--- src/verilog/scx_pkg.sv ---
// Constants, field positions and carrier types for the serial channel.
// Assumes a single clk_i domain; the register port is a plain strobe port.
// Functional notes
// Stage one keeps receiving; overrun sets flag, drops new char, keeps stage two.
// Received bit eight holds parity (8-bit) or address/data flag (9-bit).
// 9-bit with wake-up: receive interrupt only when received bit eight is 1.
// Async: 4-bit counter gives one transmit bit-tick per 16 base clocks.
// Shift mode, clock output: data bit placed at driven rising clock edge.
// Shift mode, clock input: data shifted on edge chosen by edge select.
// Async: transmission starts at next bit-tick rising edge after buffer write.
// With clear-to-send checking on, start a character only while input low.
// Clear-to-send rising mid character: finish it, then hold until low again.
// Loaded while blocked: stay idle, then start at first bit-tick falling edge.
// Remote receiver raises its request-to-send in its receive interrupt handler.
// Character shifted out least significant bit first, one bit per shift clock.
// Transmit-empty interrupt when buffer frees; writes during shifting are ignored.
// Parity generated even or odd into bit seven (7-bit) or eight (8-bit).
// Software sets parity enable and polarity before writing the transmit buffer.
// On transfer to stage two, check parity bit seven or eight; flag mismatch.
// Framing error when stop bit votes 0; votes use middle three samples.
// Errors do not stop reception; error flags stay set until read.
// Async receive event timing: interrupt, framing, parity and overrun points.
// Async transmit interrupt just before the stop bit goes out.
// Shift mode transmit interrupt follows the last clock edge.
// Shift mode receive interrupt when character reaches stage two.
// Software leaves control settings and receive enable alone mid transfer.
// Each async bit spans 16 base clocks; 2-of-3 vote on clocks 7 to 9.
// Full character in stage one moves to stage two with receive interrupt.
// Mode field: 00 shift, 01 7-bit, 10 8-bit, 11 9-bit asynchronous.
// Reset: data line high, flags and both stages clear, transmitter idle empty.
package scx_pkg;
  localparam int unsigned ADDR_W = 2;
  localparam int unsigned DATA_W = 8;

  localparam logic [ADDR_W-1:0] REG_MODE = 2'h0;
  localparam logic [ADDR_W-1:0] REG_CTRL = 2'h1;
  localparam logic [ADDR_W-1:0] REG_BUF  = 2'h2;
  localparam logic [ADDR_W-1:0] REG_STAT = 2'h3;

  // channel_mode_reg fields
  localparam int unsigned MODE_TB8    = 7;
  localparam int unsigned MODE_CLEAR_TO_SEND_ENABLE   = 6;
  localparam int unsigned MODE_RXE    = 5;
  localparam int unsigned MODE_WU     = 4;
  localparam int unsigned MODE_SM_MSB = 3;
  localparam int unsigned MODE_SM_LSB = 2;
  // channel_control_reg fields
  localparam int unsigned CTRL_RB8    = 7;
  localparam int unsigned CTRL_EVEN   = 6;
  localparam int unsigned CTRL_PE     = 5;
  localparam int unsigned CTRL_OVERRUN_ERROR_FLAG   = 4;
  localparam int unsigned CTRL_PARITY_ERROR_FLAG   = 3;
  localparam int unsigned CTRL_FRAMING_ERROR_FLAG   = 2;
  localparam int unsigned CTRL_CLOCK_EDGE_SELECT  = 1;
  localparam int unsigned CTRL_IOC    = 0;
  // status register fields
  localparam int unsigned STAT_TXFULL = 0;
  localparam int unsigned STAT_TXBUSY = 1;
  localparam int unsigned STAT_RXFULL = 2;

  localparam logic [7:0]  MODE_RST   = 8'h00;
  localparam logic [7:0]  CFG_RST    = 8'h00;
  localparam logic [10:0] FRAME_IDLE = 11'h7FF;

  localparam logic [3:0] TICK_HALF  = 4'h7;
  localparam logic [3:0] TICK_LAST  = 4'hF;
  localparam logic [3:0] SMP_FIRST  = 4'h6;
  localparam logic [3:0] SMP_MID    = 4'h7;
  localparam logic [3:0] SMP_LAST   = 4'h8;
  localparam logic [3:0] SHIFT_LAST = 4'h7;
  localparam logic [3:0] BITS7      = 4'h7;
  localparam logic [3:0] BITS8      = 4'h8;
  localparam logic [3:0] BITS9      = 4'h9;

  typedef enum logic [1:0] {
    SCX_MODE_SHIFT = 2'b00,
    SCX_MODE_7     = 2'b01,
    SCX_MODE_8     = 2'b10,
    SCX_MODE_9     = 2'b11
  } scx_mode_t;

  typedef enum logic [1:0] {
    SCX_RX_IDLE  = 2'b00,
    SCX_RX_START = 2'b01,
    SCX_RX_DATA  = 2'b10,
    SCX_RX_STOP  = 2'b11
  } scx_rx_state_t;

  typedef struct packed {
    logic [ADDR_W-1:0] addr;
    logic [DATA_W-1:0] wdata;
    logic              wr;
    logic              rd;
  } scx_bus_req_t;

  typedef struct packed {
    logic overrun_error_flag;
    logic parity_error_flag;
    logic framing_error_flag;
  } scx_err_t;
endpackage

--- src/verilog/scx_channel.sv ---
// Serial channel: async 7/8/9-bit and clocked shift mode, double-buffered rx.
// Assumes pins are asynchronous to clk_i; registers reached by a strobe port.
//
// The strobed register port and the register addresses were left to the implementer.
`timescale 1ns/1ps
module scx_channel #(
  parameter int unsigned BASE_DIV = 4
) (
  input  wire logic                 clk_i,
  input  wire logic                 rst_i,
  input  wire scx_pkg::scx_bus_req_t bus_i,
  output logic [scx_pkg::DATA_W-1:0] bus_rdata_o,
  input  wire logic                 rx_data_pin_i,
  output logic                      tx_data_pin_o,
  input  wire logic                 shift_clock_pin_i,
  output logic                      shift_clock_pin_o,
  output logic                      shift_clock_pin_oe_o,
  input  wire logic                 clear_to_send_n_i,
  output logic                      receive_done_irq_o,
  output logic                      transmit_empty_irq_o
);
  logic [7:0]              mode_reg, cfg_reg, div_reg, tx_buf_reg, rx_buf_reg;
  logic [2:0]              pins_s;
  logic                    rx_s, sclk_s, cts_n_s, sclk_prev_reg, base_tick;
  scx_pkg::scx_mode_t      mode;
  logic                    is_shift, pe, even, dir_in, cts_ok, long_frame;
  logic [3:0]              nbits, tx_cnt_reg, tx_left_reg, sh_cnt_reg, smp_reg, idx_reg;
  logic                    tick_rise, tick_fall, tx_full_reg, tx_busy_reg, tx_waited_reg;
  logic [10:0]             tx_sr_reg, frame;
  logic [8:0]              data9, rx1_reg, xfer_data;
  logic                    tx_start, tx_shift_async, tx_done_evt, tx_irq_reg;
  logic                    sh_run_reg, sh_rx_reg, sclk_out_reg, sh_start, shift_edge, sh_done;
  scx_pkg::scx_rx_state_t  rx_state_reg;
  logic [1:0]              vote_reg;
  logic                    rx_bit, rx_decide, last_evt, stop_evt, drop_reg;
  logic                    ovr_evt, parity_error_flag_evt, xfer_async, xfer_shift, rx_irq_evt;
  logic                    rx_full_reg, rb8_reg, rx_irq_reg;
  scx_pkg::scx_err_t       err_reg;
  logic                    wr_mode, wr_ctrl, wr_buf, rd_ctrl, rd_buf;

  function automatic logic par_of(input logic [7:0] d, input logic ev);
    return (^d) ^ ~ev;
  endfunction

  scx_sync #(.WIDTH(3), .RESET_VAL(3'h7)) u_sync (
    .clk_i   (clk_i),
    .rst_i   (rst_i),
    .async_i ({rx_data_pin_i, shift_clock_pin_i, clear_to_send_n_i}),
    .sync_o  (pins_s)
  );
  assign rx_s    = pins_s[2];
  assign sclk_s  = pins_s[1];
  assign cts_n_s = pins_s[0];

  // register port decode
  assign wr_mode = bus_i.wr & (bus_i.addr == scx_pkg::REG_MODE);
  assign wr_ctrl = bus_i.wr & (bus_i.addr == scx_pkg::REG_CTRL);
  assign wr_buf  = bus_i.wr & (bus_i.addr == scx_pkg::REG_BUF);
  assign rd_ctrl = bus_i.rd & (bus_i.addr == scx_pkg::REG_CTRL);
  assign rd_buf  = bus_i.rd & (bus_i.addr == scx_pkg::REG_BUF);

  always_ff @(posedge clk_i or posedge rst_i) begin
    if (rst_i) begin
      mode_reg <= scx_pkg::MODE_RST;
      cfg_reg  <= scx_pkg::CFG_RST;
    end else begin
      if (wr_mode) begin
        mode_reg <= bus_i.wdata;
      end
      if (wr_ctrl) begin
        cfg_reg <= bus_i.wdata;
      end
    end
  end

  always_ff @(posedge clk_i or posedge rst_i) begin
    if (rst_i) begin
      bus_rdata_o <= 8'h00;
    end else if (bus_i.rd) begin
      unique case (bus_i.addr)
        scx_pkg::REG_MODE: bus_rdata_o <= mode_reg;
        scx_pkg::REG_CTRL: bus_rdata_o <= {rb8_reg, cfg_reg[scx_pkg::CTRL_EVEN],
                                           cfg_reg[scx_pkg::CTRL_PE], err_reg,
                                           cfg_reg[scx_pkg::CTRL_CLOCK_EDGE_SELECT:scx_pkg::CTRL_IOC]};
        scx_pkg::REG_BUF:  bus_rdata_o <= rx_buf_reg;
        scx_pkg::REG_STAT: bus_rdata_o <= {5'h00, rx_full_reg, tx_busy_reg, tx_full_reg};
      endcase
    end else begin
      bus_rdata_o <= 8'h00;
    end
  end

  // configuration decode
  assign mode   = scx_pkg::scx_mode_t'(mode_reg[scx_pkg::MODE_SM_MSB:scx_pkg::MODE_SM_LSB]);
  assign is_shift = (mode == scx_pkg::SCX_MODE_SHIFT);
  assign pe     = cfg_reg[scx_pkg::CTRL_PE] &
                  ((mode == scx_pkg::SCX_MODE_7) | (mode == scx_pkg::SCX_MODE_8));
  assign even   = cfg_reg[scx_pkg::CTRL_EVEN];
  assign dir_in = cfg_reg[scx_pkg::CTRL_IOC];
  assign long_frame = (mode == scx_pkg::SCX_MODE_9) | ((mode == scx_pkg::SCX_MODE_8) & pe);
  assign cts_ok = ~mode_reg[scx_pkg::MODE_CLEAR_TO_SEND_ENABLE] | ~cts_n_s;

  always_comb begin
    unique case (mode)
      scx_pkg::SCX_MODE_SHIFT: nbits = scx_pkg::BITS8;
      scx_pkg::SCX_MODE_7:     nbits = scx_pkg::BITS7 + {3'h0, pe};
      scx_pkg::SCX_MODE_8:     nbits = scx_pkg::BITS8 + {3'h0, pe};
      scx_pkg::SCX_MODE_9:     nbits = scx_pkg::BITS9;
    endcase
  end

  // channel base clock stand-in: one enable pulse every BASE_DIV cycles
  always_ff @(posedge clk_i or posedge rst_i) begin
    if (rst_i) begin
      div_reg <= 8'h00;
    end else if (base_tick) begin
      div_reg <= 8'h00;
    end else begin
      div_reg <= div_reg + 8'h01;
    end
  end
  assign base_tick = (div_reg == 8'(BASE_DIV - 1));

  // transmit bit-tick: high half of the 4-bit count
  always_ff @(posedge clk_i or posedge rst_i) begin
    if (rst_i) begin
      tx_cnt_reg <= 4'h0;
    end else if (base_tick & ~is_shift) begin
      tx_cnt_reg <= tx_cnt_reg + 4'h1;
    end
  end
  assign tick_rise = base_tick & ~is_shift & (tx_cnt_reg == scx_pkg::TICK_HALF);
  assign tick_fall = base_tick & ~is_shift & (tx_cnt_reg == scx_pkg::TICK_LAST);

  // frame image: start bit at 0, data lsb first, stop ones above
  always_comb begin
    data9 = {mode_reg[scx_pkg::MODE_TB8], tx_buf_reg};
    if (pe & (mode == scx_pkg::SCX_MODE_7)) begin
      data9[7] = par_of({1'b0, tx_buf_reg[6:0]}, even);
    end
    if (pe & (mode == scx_pkg::SCX_MODE_8)) begin
      data9[8] = par_of(tx_buf_reg, even);
    end
    frame = {1'b1, data9, 1'b0} | (scx_pkg::FRAME_IDLE << (nbits + 4'h1));
  end

  // cts only gates the start of a character, never one in flight
  assign tx_start = ~is_shift & tx_full_reg & ~tx_busy_reg & cts_ok &
                    (tx_waited_reg ? tick_fall : tick_rise);
  assign tx_shift_async = ~is_shift & tx_busy_reg & tick_rise & (tx_left_reg != 4'h0);
  assign tx_done_evt = (tx_shift_async & (tx_left_reg == 4'h1)) |
                       (sh_done & tx_busy_reg);

  always_ff @(posedge clk_i or posedge rst_i) begin
    if (rst_i) begin
      tx_buf_reg  <= 8'h00;
      tx_full_reg <= 1'b0;
    end else begin
      if (tx_done_evt) begin
        tx_full_reg <= 1'b0;
      end
      if (wr_buf & ~tx_full_reg) begin
        tx_buf_reg  <= bus_i.wdata;
        tx_full_reg <= 1'b1;
      end
    end
  end

  always_ff @(posedge clk_i or posedge rst_i) begin
    if (rst_i) begin
      tx_waited_reg <= 1'b0;
    end else if (tx_start | is_shift) begin
      tx_waited_reg <= 1'b0;
    end else if (tx_full_reg & ~tx_busy_reg & ~cts_ok) begin
      tx_waited_reg <= 1'b1;
    end
  end

  always_ff @(posedge clk_i or posedge rst_i) begin
    if (rst_i) begin
      tx_busy_reg   <= 1'b0;
      tx_sr_reg     <= scx_pkg::FRAME_IDLE;
      tx_left_reg   <= 4'h0;
      tx_data_pin_o <= 1'b1;
    end else if (tx_start) begin
      tx_busy_reg   <= 1'b1;
      tx_data_pin_o <= frame[0];
      tx_sr_reg     <= {1'b1, frame[10:1]};
      tx_left_reg   <= nbits + 4'h1;
    end else if (tx_shift_async | (shift_edge & tx_busy_reg)) begin
      tx_data_pin_o <= tx_sr_reg[0];
      tx_sr_reg     <= {1'b1, tx_sr_reg[10:1]};
      tx_left_reg   <= tx_left_reg - 4'h1;
      if (sh_done) begin
        tx_busy_reg <= 1'b0;
      end
    end else if (~is_shift & tx_busy_reg & tick_rise) begin
      tx_busy_reg <= 1'b0;
    end else if (sh_start & tx_full_reg) begin
      tx_busy_reg <= 1'b1;
      tx_sr_reg   <= {3'h7, tx_buf_reg};
      tx_left_reg <= scx_pkg::BITS8;
    end
  end

  // shift mode burst of eight clock cycles
  assign sh_start = is_shift & ~sh_run_reg &
                    (tx_full_reg | (mode_reg[scx_pkg::MODE_RXE] & ~rx_full_reg));
  // gated by mode so a burst left over from shift mode cannot shift async data
  assign shift_edge = is_shift & sh_run_reg & (dir_in ?
                      (cfg_reg[scx_pkg::CTRL_CLOCK_EDGE_SELECT] ? (~sclk_s & sclk_prev_reg)
                                                    : (sclk_s & ~sclk_prev_reg))
                      : (base_tick & ~sclk_out_reg));
  assign sh_done = shift_edge & (sh_cnt_reg == scx_pkg::SHIFT_LAST);

  always_ff @(posedge clk_i or posedge rst_i) begin
    if (rst_i) begin
      sh_run_reg    <= 1'b0;
      sh_rx_reg     <= 1'b0;
      sh_cnt_reg    <= 4'h0;
      sclk_out_reg  <= 1'b1;
      sclk_prev_reg <= 1'b1;
    end else begin
      sclk_prev_reg <= sclk_s;
      if (~is_shift) begin
        sh_run_reg <= 1'b0;
      end else if (sh_start) begin
        sh_run_reg <= 1'b1;
        sh_rx_reg  <= mode_reg[scx_pkg::MODE_RXE] & ~rx_full_reg;
        sh_cnt_reg <= 4'h0;
      end else if (shift_edge) begin
        sh_cnt_reg <= sh_cnt_reg + 4'h1;
        if (sh_done) begin
          sh_run_reg <= 1'b0;
        end
      end
      // output clock idles high, so the edge that ends a burst is a rising one
      if (sh_run_reg & ~dir_in & base_tick) begin
        sclk_out_reg <= ~sclk_out_reg;
      end else if (~sh_run_reg) begin
        sclk_out_reg <= 1'b1;
      end
    end
  end
  assign shift_clock_pin_o    = sclk_out_reg;
  assign shift_clock_pin_oe_o = is_shift & ~dir_in;

  // async receiver: 16 base clocks per bit, vote on the 7th to 9th
  assign rx_bit = (vote_reg[1] & vote_reg[0]) | (vote_reg[1] & rx_s) |
                  (vote_reg[0] & rx_s);
  assign rx_decide = base_tick & ~is_shift & (rx_state_reg != scx_pkg::SCX_RX_IDLE) &
                     (smp_reg == scx_pkg::SMP_LAST);
  assign last_evt = rx_decide & (rx_state_reg == scx_pkg::SCX_RX_DATA) &
                    (idx_reg == nbits - 4'h1);
  assign stop_evt = rx_decide & (rx_state_reg == scx_pkg::SCX_RX_STOP);
  assign ovr_evt  = rx_full_reg & ((last_evt & long_frame) | (stop_evt & ~long_frame));
  assign parity_error_flag_evt = last_evt & pe & (rx_bit != par_of((mode == scx_pkg::SCX_MODE_7) ?
                    {1'b0, rx1_reg[6:0]} : rx1_reg[7:0], even));
  assign xfer_async = stop_evt & ~drop_reg & ~ovr_evt;
  assign xfer_shift = sh_done & sh_rx_reg & ~rx_full_reg;
  assign xfer_data  = is_shift ? {1'b0, rx_s, rx1_reg[6:0]} : rx1_reg;
  assign rx_irq_evt = xfer_shift | (xfer_async & ~((mode == scx_pkg::SCX_MODE_9) &
                      mode_reg[scx_pkg::MODE_WU] & ~rx1_reg[8]));

  always_ff @(posedge clk_i or posedge rst_i) begin
    if (rst_i) begin
      rx_state_reg <= scx_pkg::SCX_RX_IDLE;
      smp_reg      <= 4'h0;
      vote_reg     <= 2'h3;
      idx_reg      <= 4'h0;
      rx1_reg      <= 9'h000;
      drop_reg     <= 1'b0;
    end else if (is_shift) begin
      rx_state_reg <= scx_pkg::SCX_RX_IDLE;
      if (shift_edge & sh_rx_reg) begin
        rx1_reg[sh_cnt_reg[2:0]] <= rx_s;
      end
    end else if (~mode_reg[scx_pkg::MODE_RXE]) begin
      rx_state_reg <= scx_pkg::SCX_RX_IDLE;
    end else if (base_tick) begin
      smp_reg <= smp_reg + 4'h1;
      if ((smp_reg == scx_pkg::SMP_FIRST) | (smp_reg == scx_pkg::SMP_MID)) begin
        vote_reg <= {vote_reg[0], rx_s};
      end
      unique case (rx_state_reg)
        scx_pkg::SCX_RX_IDLE: begin
          smp_reg <= 4'h0;
          if (~rx_s) begin
            rx_state_reg <= scx_pkg::SCX_RX_START;
          end
        end
        scx_pkg::SCX_RX_START: begin
          if (rx_decide) begin
            rx_state_reg <= rx_bit ? scx_pkg::SCX_RX_IDLE : scx_pkg::SCX_RX_DATA;
            idx_reg      <= 4'h0;
            rx1_reg      <= 9'h000;
            drop_reg     <= 1'b0;
          end
        end
        scx_pkg::SCX_RX_DATA: begin
          if (rx_decide) begin
            rx1_reg[idx_reg] <= rx_bit;
            idx_reg          <= idx_reg + 4'h1;
            if (last_evt) begin
              rx_state_reg <= scx_pkg::SCX_RX_STOP;
              drop_reg     <= ovr_evt;
            end
          end
        end
        scx_pkg::SCX_RX_STOP: begin
          if (rx_decide) begin
            rx_state_reg <= scx_pkg::SCX_RX_IDLE;
          end
        end
      endcase
    end
  end

  // stage two: a transfer in the same cycle as a read keeps the buffer full
  always_ff @(posedge clk_i or posedge rst_i) begin
    if (rst_i) begin
      rx_buf_reg  <= 8'h00;
      rb8_reg     <= 1'b0;
      rx_full_reg <= 1'b0;
    end else begin
      if (rd_buf) begin
        rx_full_reg <= 1'b0;
      end
      if (xfer_async | xfer_shift) begin
        rx_buf_reg  <= xfer_data[7:0];
        rb8_reg     <= xfer_data[8];
        rx_full_reg <= 1'b1;
      end
    end
  end

  // error flags sticky until control register read; a new error wins the clear
  always_ff @(posedge clk_i or posedge rst_i) begin
    if (rst_i) begin
      err_reg <= '0;
    end else begin
      if (rd_ctrl) begin
        err_reg <= '0;
      end
      if (ovr_evt) begin
        err_reg.overrun_error_flag <= 1'b1;
      end
      if (parity_error_flag_evt) begin
        err_reg.parity_error_flag <= 1'b1;
      end
      if (stop_evt & ~rx_bit) begin
        err_reg.framing_error_flag <= 1'b1;
      end
    end
  end

  always_ff @(posedge clk_i or posedge rst_i) begin
    if (rst_i) begin
      rx_irq_reg <= 1'b0;
      tx_irq_reg <= 1'b0;
    end else begin
      rx_irq_reg <= rx_irq_evt;
      tx_irq_reg <= tx_done_evt;
    end
  end
  assign receive_done_irq_o   = rx_irq_reg;
  assign transmit_empty_irq_o = tx_irq_reg;
endmodule

--- src/verilog/scx_sync.sv ---
// Two-stage synchroniser for pins arriving from outside the clk_i domain.
// Assumes the inputs are quasi-static compared to the 8 ns clock.
`timescale 1ns/1ps
module scx_sync #(
  parameter int unsigned       WIDTH     = 1,
  parameter logic [WIDTH-1:0]  RESET_VAL = '1
) (
  input  wire logic             clk_i,
  input  wire logic             rst_i,
  input  wire logic [WIDTH-1:0] async_i,
  output logic      [WIDTH-1:0] sync_o
);
  logic [WIDTH-1:0] meta_reg;

  // first stage feeds only the second stage
  always_ff @(posedge clk_i or posedge rst_i) begin
    if (rst_i) begin
      meta_reg <= RESET_VAL;
      sync_o   <= RESET_VAL;
    end else begin
      meta_reg <= async_i;
      sync_o   <= meta_reg;
    end
  end
endmodule

--- config.mk ---
export PLATFORM = sky130hd
export DESIGN_NAME = scx_channel
export DESIGN_NICKNAME = d
export VERILOG_FILES = /design/src/verilog/scx_pkg.sv /design/src/verilog/scx_channel.sv /design/src/verilog/scx_sync.sv
export SDC_FILE = /design/constraint.sdc
export NUM_CORES = 1
export LEC_CHECK = 0
export BUFFER_PORTS_ARGS = -buffer_cell sky130_fd_sc_hd__buf_2
export CORE_ASPECT_RATIO = 1.2
export CORE_MARGIN = 2
export CORE_UTILIZATION = 40
export DETAILED_ROUTE_END_ITERATION = 10
export GPL_TIMING_DRIVEN = 0
export PLACE_DENSITY = 0.6
export REMOVE_ABC_BUFFERS = 1
export SETUP_SLACK_MARGIN = 0.05
export SLEW_MARGIN = 10
export SYNTH_ARGS = -nofsm -noshare
export SYNTH_HDL_FRONTEND = slang
export SYNTH_HIERARCHICAL = 1
export SYNTH_SLANG_ARGS = --single-unit
--- constraint.sdc ---
create_clock -name clk_i -period 3.9 [get_ports clk_i]
set_input_delay 0.195 -clock clk_i [delete_from_list [all_inputs] [get_ports clk_i]]
set_output_delay 0.195 -clock clk_i [all_outputs]
set_load 0.01 [all_outputs]
==> results.yml <==
finish:
  area_delta_synth_final_pct: 11.76
  n_fill_cell: 1367
  drive_gt1_share_pct: 21.59
  layout.nets: 625
  seq_area_um2: 2728
  diodes: 0
  multi_input_area_um2: 3040
worst_hold_path:
  hold_depth: 2
  worstHoldStart: "bus_i[9]"
  worstHoldEndpoint: "mode_reg[7]$_DFFE_PP0P_"
  hold_path_class: "in2reg"
pwr:
  irDropWorstVdd_uv: 252.9
  seqPwrFrac_pct: 47.1
  power-per-cell-area_nw_per_um2: 456.3
  power.switching_w: 0.0008908
  internal-power_w: 0.002147
  swShare_pct: 29.32
  power_w: 0.003038
  power.share.clock_pct: 33.3
  p_leak_nw: 2.896
  p_comb_share_pct: 19.6
sta:
  slew_headroom_pct: 33.95
  slew_viol_final: 0
  min_period_over_period_pct: 92.04
  setup_viol: 0
  worstMarginPinSlew_ps: 990.8
  rsz0062_at_grt: "no"
  skew_ps: 11.15
  hold_viol: 0
  clock.fmax_mhz: 278.6
  finalCriticalPeriod_ps: 3590
  fin_ws_ps: 310.4
setup_path:
  cp_max_fo: 29
  worst-r2r-setup-slack_ps: 310
  required_ps: 4150
  r2r_end: "rx_buf_reg[2]$_DFFE_PP0P_"
  start_kind: "register"
  critical_path_class: "reg2reg"
  r2r_cells: 7
  path_cells: "inv_1, ha_1, or4_1, or4b_2, a311oi_1, a31oi_4, mux2_4"
  slowest_stage: "or4b_2"
  critical_path.top_delay_family: "simple AND/OR/NAND/NOR gates"
  reg2reg_from: "mode_reg[2]$_DFFE_PP0P_"
  cp.arrival_ps: 3840
  crit_path_end_kind: "register"
  slowest_delay_ps: 740
  critPathBufInv: 1
logic_synthesis:
  ys_seq_area_share_pct: 45.79
  synth_area_per_cell_um2: 10.52
  ys.flop_type: "dfrtp_1"
  netlist_area_um2: 5957
  syn_inst: 566
  synth_area_leaders: "dfrtp_1, dfstp_2, mux2_2, xnor2_1, ha_1"
  synth-edff-count: 0
  synth_cell_types: 72
  ys_warn_count: 6
  ys_ff_latch: 108
  async_flop_share_pct: 100.0
  synth_top_area_share_pct: 36.97
  yosysTopAreaCell: "dfrtp_1"
clock_network:
  cts_tree: "done"
  htreeDepth: 3
  clock_path_buffers: 2
  clk_pin_slew_worst_paths_ps: 70
  clkLatencyLatePin_ps: 360
  clock-sinks: 108
  ctsResizeCount: 0
  clockRootBuffer: "clkbuf_16"
  cts_buffers: 9
placement:
  place.detailed.hpwl_mm: 9.940
  portBuffers: 29
  place_ws_ps: 312.9
  gp_congestion: 0.8806
grt:
  antenna_found_initial: 0
  grt_pass1_vias: 4386
  grt_overflow_total: 0
  grt_use_total_pct: 18.40
  grt_max_degree: 74
  grt_pass1_wl_mm: 22.82
floorplanning:
  ioPinCount: 30
  start_util_pct: 41.16
  die_y_um: 137.7
  dieArea_um2: 15890
  coreArea_um2: 14470
  rows: 48
  die_x_um: 115.4
route:
  avgRoutedWirePerCell_um: 17.10
  via_per_inst: 5.411
  wl_mm: 13.56
  dr.pass1.iters: 4
  drt-initial-drc-count: 247
  vias: 4291
  ant_nets: 0
  drc: 0
flow_run:
  maxCapViolations: 0
run_status:
  status: "finished, final reports clean"
[what timing repair did]
item | in CTS | in global routing
buffers inserted | 0 | 0
hold buffers | 4 | 0
endpoints found under the hold margin | 30 | 0
[stage by stage]
stage | hold WS (ps) | std cells | instance area [um^2] | utilization [%] | TNS (ps)
6_report | 77.32 | 793 | 6658 | 46.00 | 0
5_1_grt | 88.69 | 793 | 6658 | 46.00 | 0
4_1_cts | 70.42 | 793 | 6653 | 45.96 | 0
3_5_place_dp | 203.9 | 773 | 6286 | 43.43 | 0
3_3_place_gp | 299.6 | 770 | 6225 | 43.01 | -22880
2_1_floorplan | 194.0 | 541 | 5829 | - | 0
[cells in the final DEF, fill, tap and decap left out, drive strengths merged, types with 3 or more instances in the layout]
master / n
buf: 32
mux4: 3
and2: 10
o211ai: 7
dfrtp: 88
o2bb2ai: 3
nand2b: 4
nor4: 4
nand3: 17
nor2: 28
dlygate4sd3: 4
o21bai: 3
a2bb2oi: 3
dfstp: 20
ha: 20
or4: 4
mux2: 42
nor3b: 3
mux2i: 11
a21oi: 21
and3: 7
a21boi: 3
clkbuf: 11
a221oi: 5
nand4: 3
nand2: 52
xor2: 5
a31oi: 4
nor3: 11
o21ai: 29
a22o: 6
or4b: 3
nor2b: 13
or2: 3
or3: 6
a211oi: 8
o31ai: 6
nand3b: 4
inv: 22
xnor2: 29
[cells in the mapped netlist, types with 3 or more instances]
library cell and count:
dfrtp_1 88, nand2_1 52, mux2_2 41, o21ai_0 29
xnor2_1 29, nor2_1 28, a21oi_1 21, inv_1 21
dfstp_2 20, ha_1 20, clkbuf_1 17, nand3_1 17
nor2b_1 13, mux2i_1 11, nor3_1 11, and2_1 9
a211oi_1 7, o211ai_1 7, a22o_1 6, and3_1 6
o31ai_1 6, a221oi_1 5, or3_1 5, xor2_1 5
nand2b_1 4, nand3b_1 4, nor4_1 4, or4_1 4
a21boi_0 3, a2bb2oi_1 3, a31oi_1 3, buf_2 3
mux4_2 3, nand4_1 3, nor3b_1 3, o21bai_1 3
o2bb2ai_1 3, or2_2 3
[worst max path at each step]
stage                                  startpoint                    endpoint  slack (ps)  depth (start not counted)
after CTS                 mode_reg[2]$_DFFE_PP0P_   rx_buf_reg[2]$_DFFE_PP0P_         300                          7
after detailed placement  mode_reg[2]$_DFFE_PP0P_   rx_buf_reg[2]$_DFFE_PP0P_         310                          7
after global placement    mode_reg[2]$_DFFE_PP0P_  tx_left_reg[3]$_DFFE_PP0P_        -390                          7
final                     mode_reg[2]$_DFFE_PP0P_   rx_buf_reg[2]$_DFFE_PP0P_         310                          7
after global routing         div_reg[0]$_DFF_PP0_      rx1_reg[5]$_DFFE_PP0P_         100                          6
after floorplan           mode_reg[2]$_DFFE_PP0P_  tx_left_reg[3]$_DFFE_PP0P_         530                          7
[cell type report]
class / instances / share of cell area [%]
timing repair buffer: 36 / 3.439
sequential: 108 / 40.97
multi-input combinational: 412 / 45.67
clock inverter: 5 / 1.259
inverter: 21 / 1.259
clock buffer: 11 / 3.646
tap: 200 / 3.759
[logic make-up (layout without fill, tap and decap cells)]
logic type      count (synthesis)  in the layout  synth area share [%]
simple gates                  179            179                 15.67
xor+xnor                       35             35                 5.377
flops                         108            108                 45.79
buf+inv                        46             73                 3.466
compound gates                121            121                 14.35
fa+ha+maj                      21             21                 4.369
mux                            56             56                 10.98
[power groups by stage]
stage | sequential [W] | combinational, W | clock (W)
floorplan | 0.00141 | 0.000445 | 0
global placement | 0.00144 | 0.000574 | 0
detailed placement | 0.00145 | 0.000595 | 0
CTS | 0.00143 | 0.000602 | 0.00103
global route | 0.00145 | 0.000668 | 0.00108
finish | 0.00143 | 0.000595 | 0.00101
[layer usage]
layer | GRT usage (%) | share of wire (%) | vias to the layer above
met1 | 24.28 | 46 | 2129
met3 | 2.376 | 2.5 | 10
met4 | 6.426 | 1.6 | 0
li1 | - | - | 2084
met2 | 31.03 | 50 | 68
met5 | 0 | 0 | -
No activity file was read; power rests on OpenSTA's default activity.
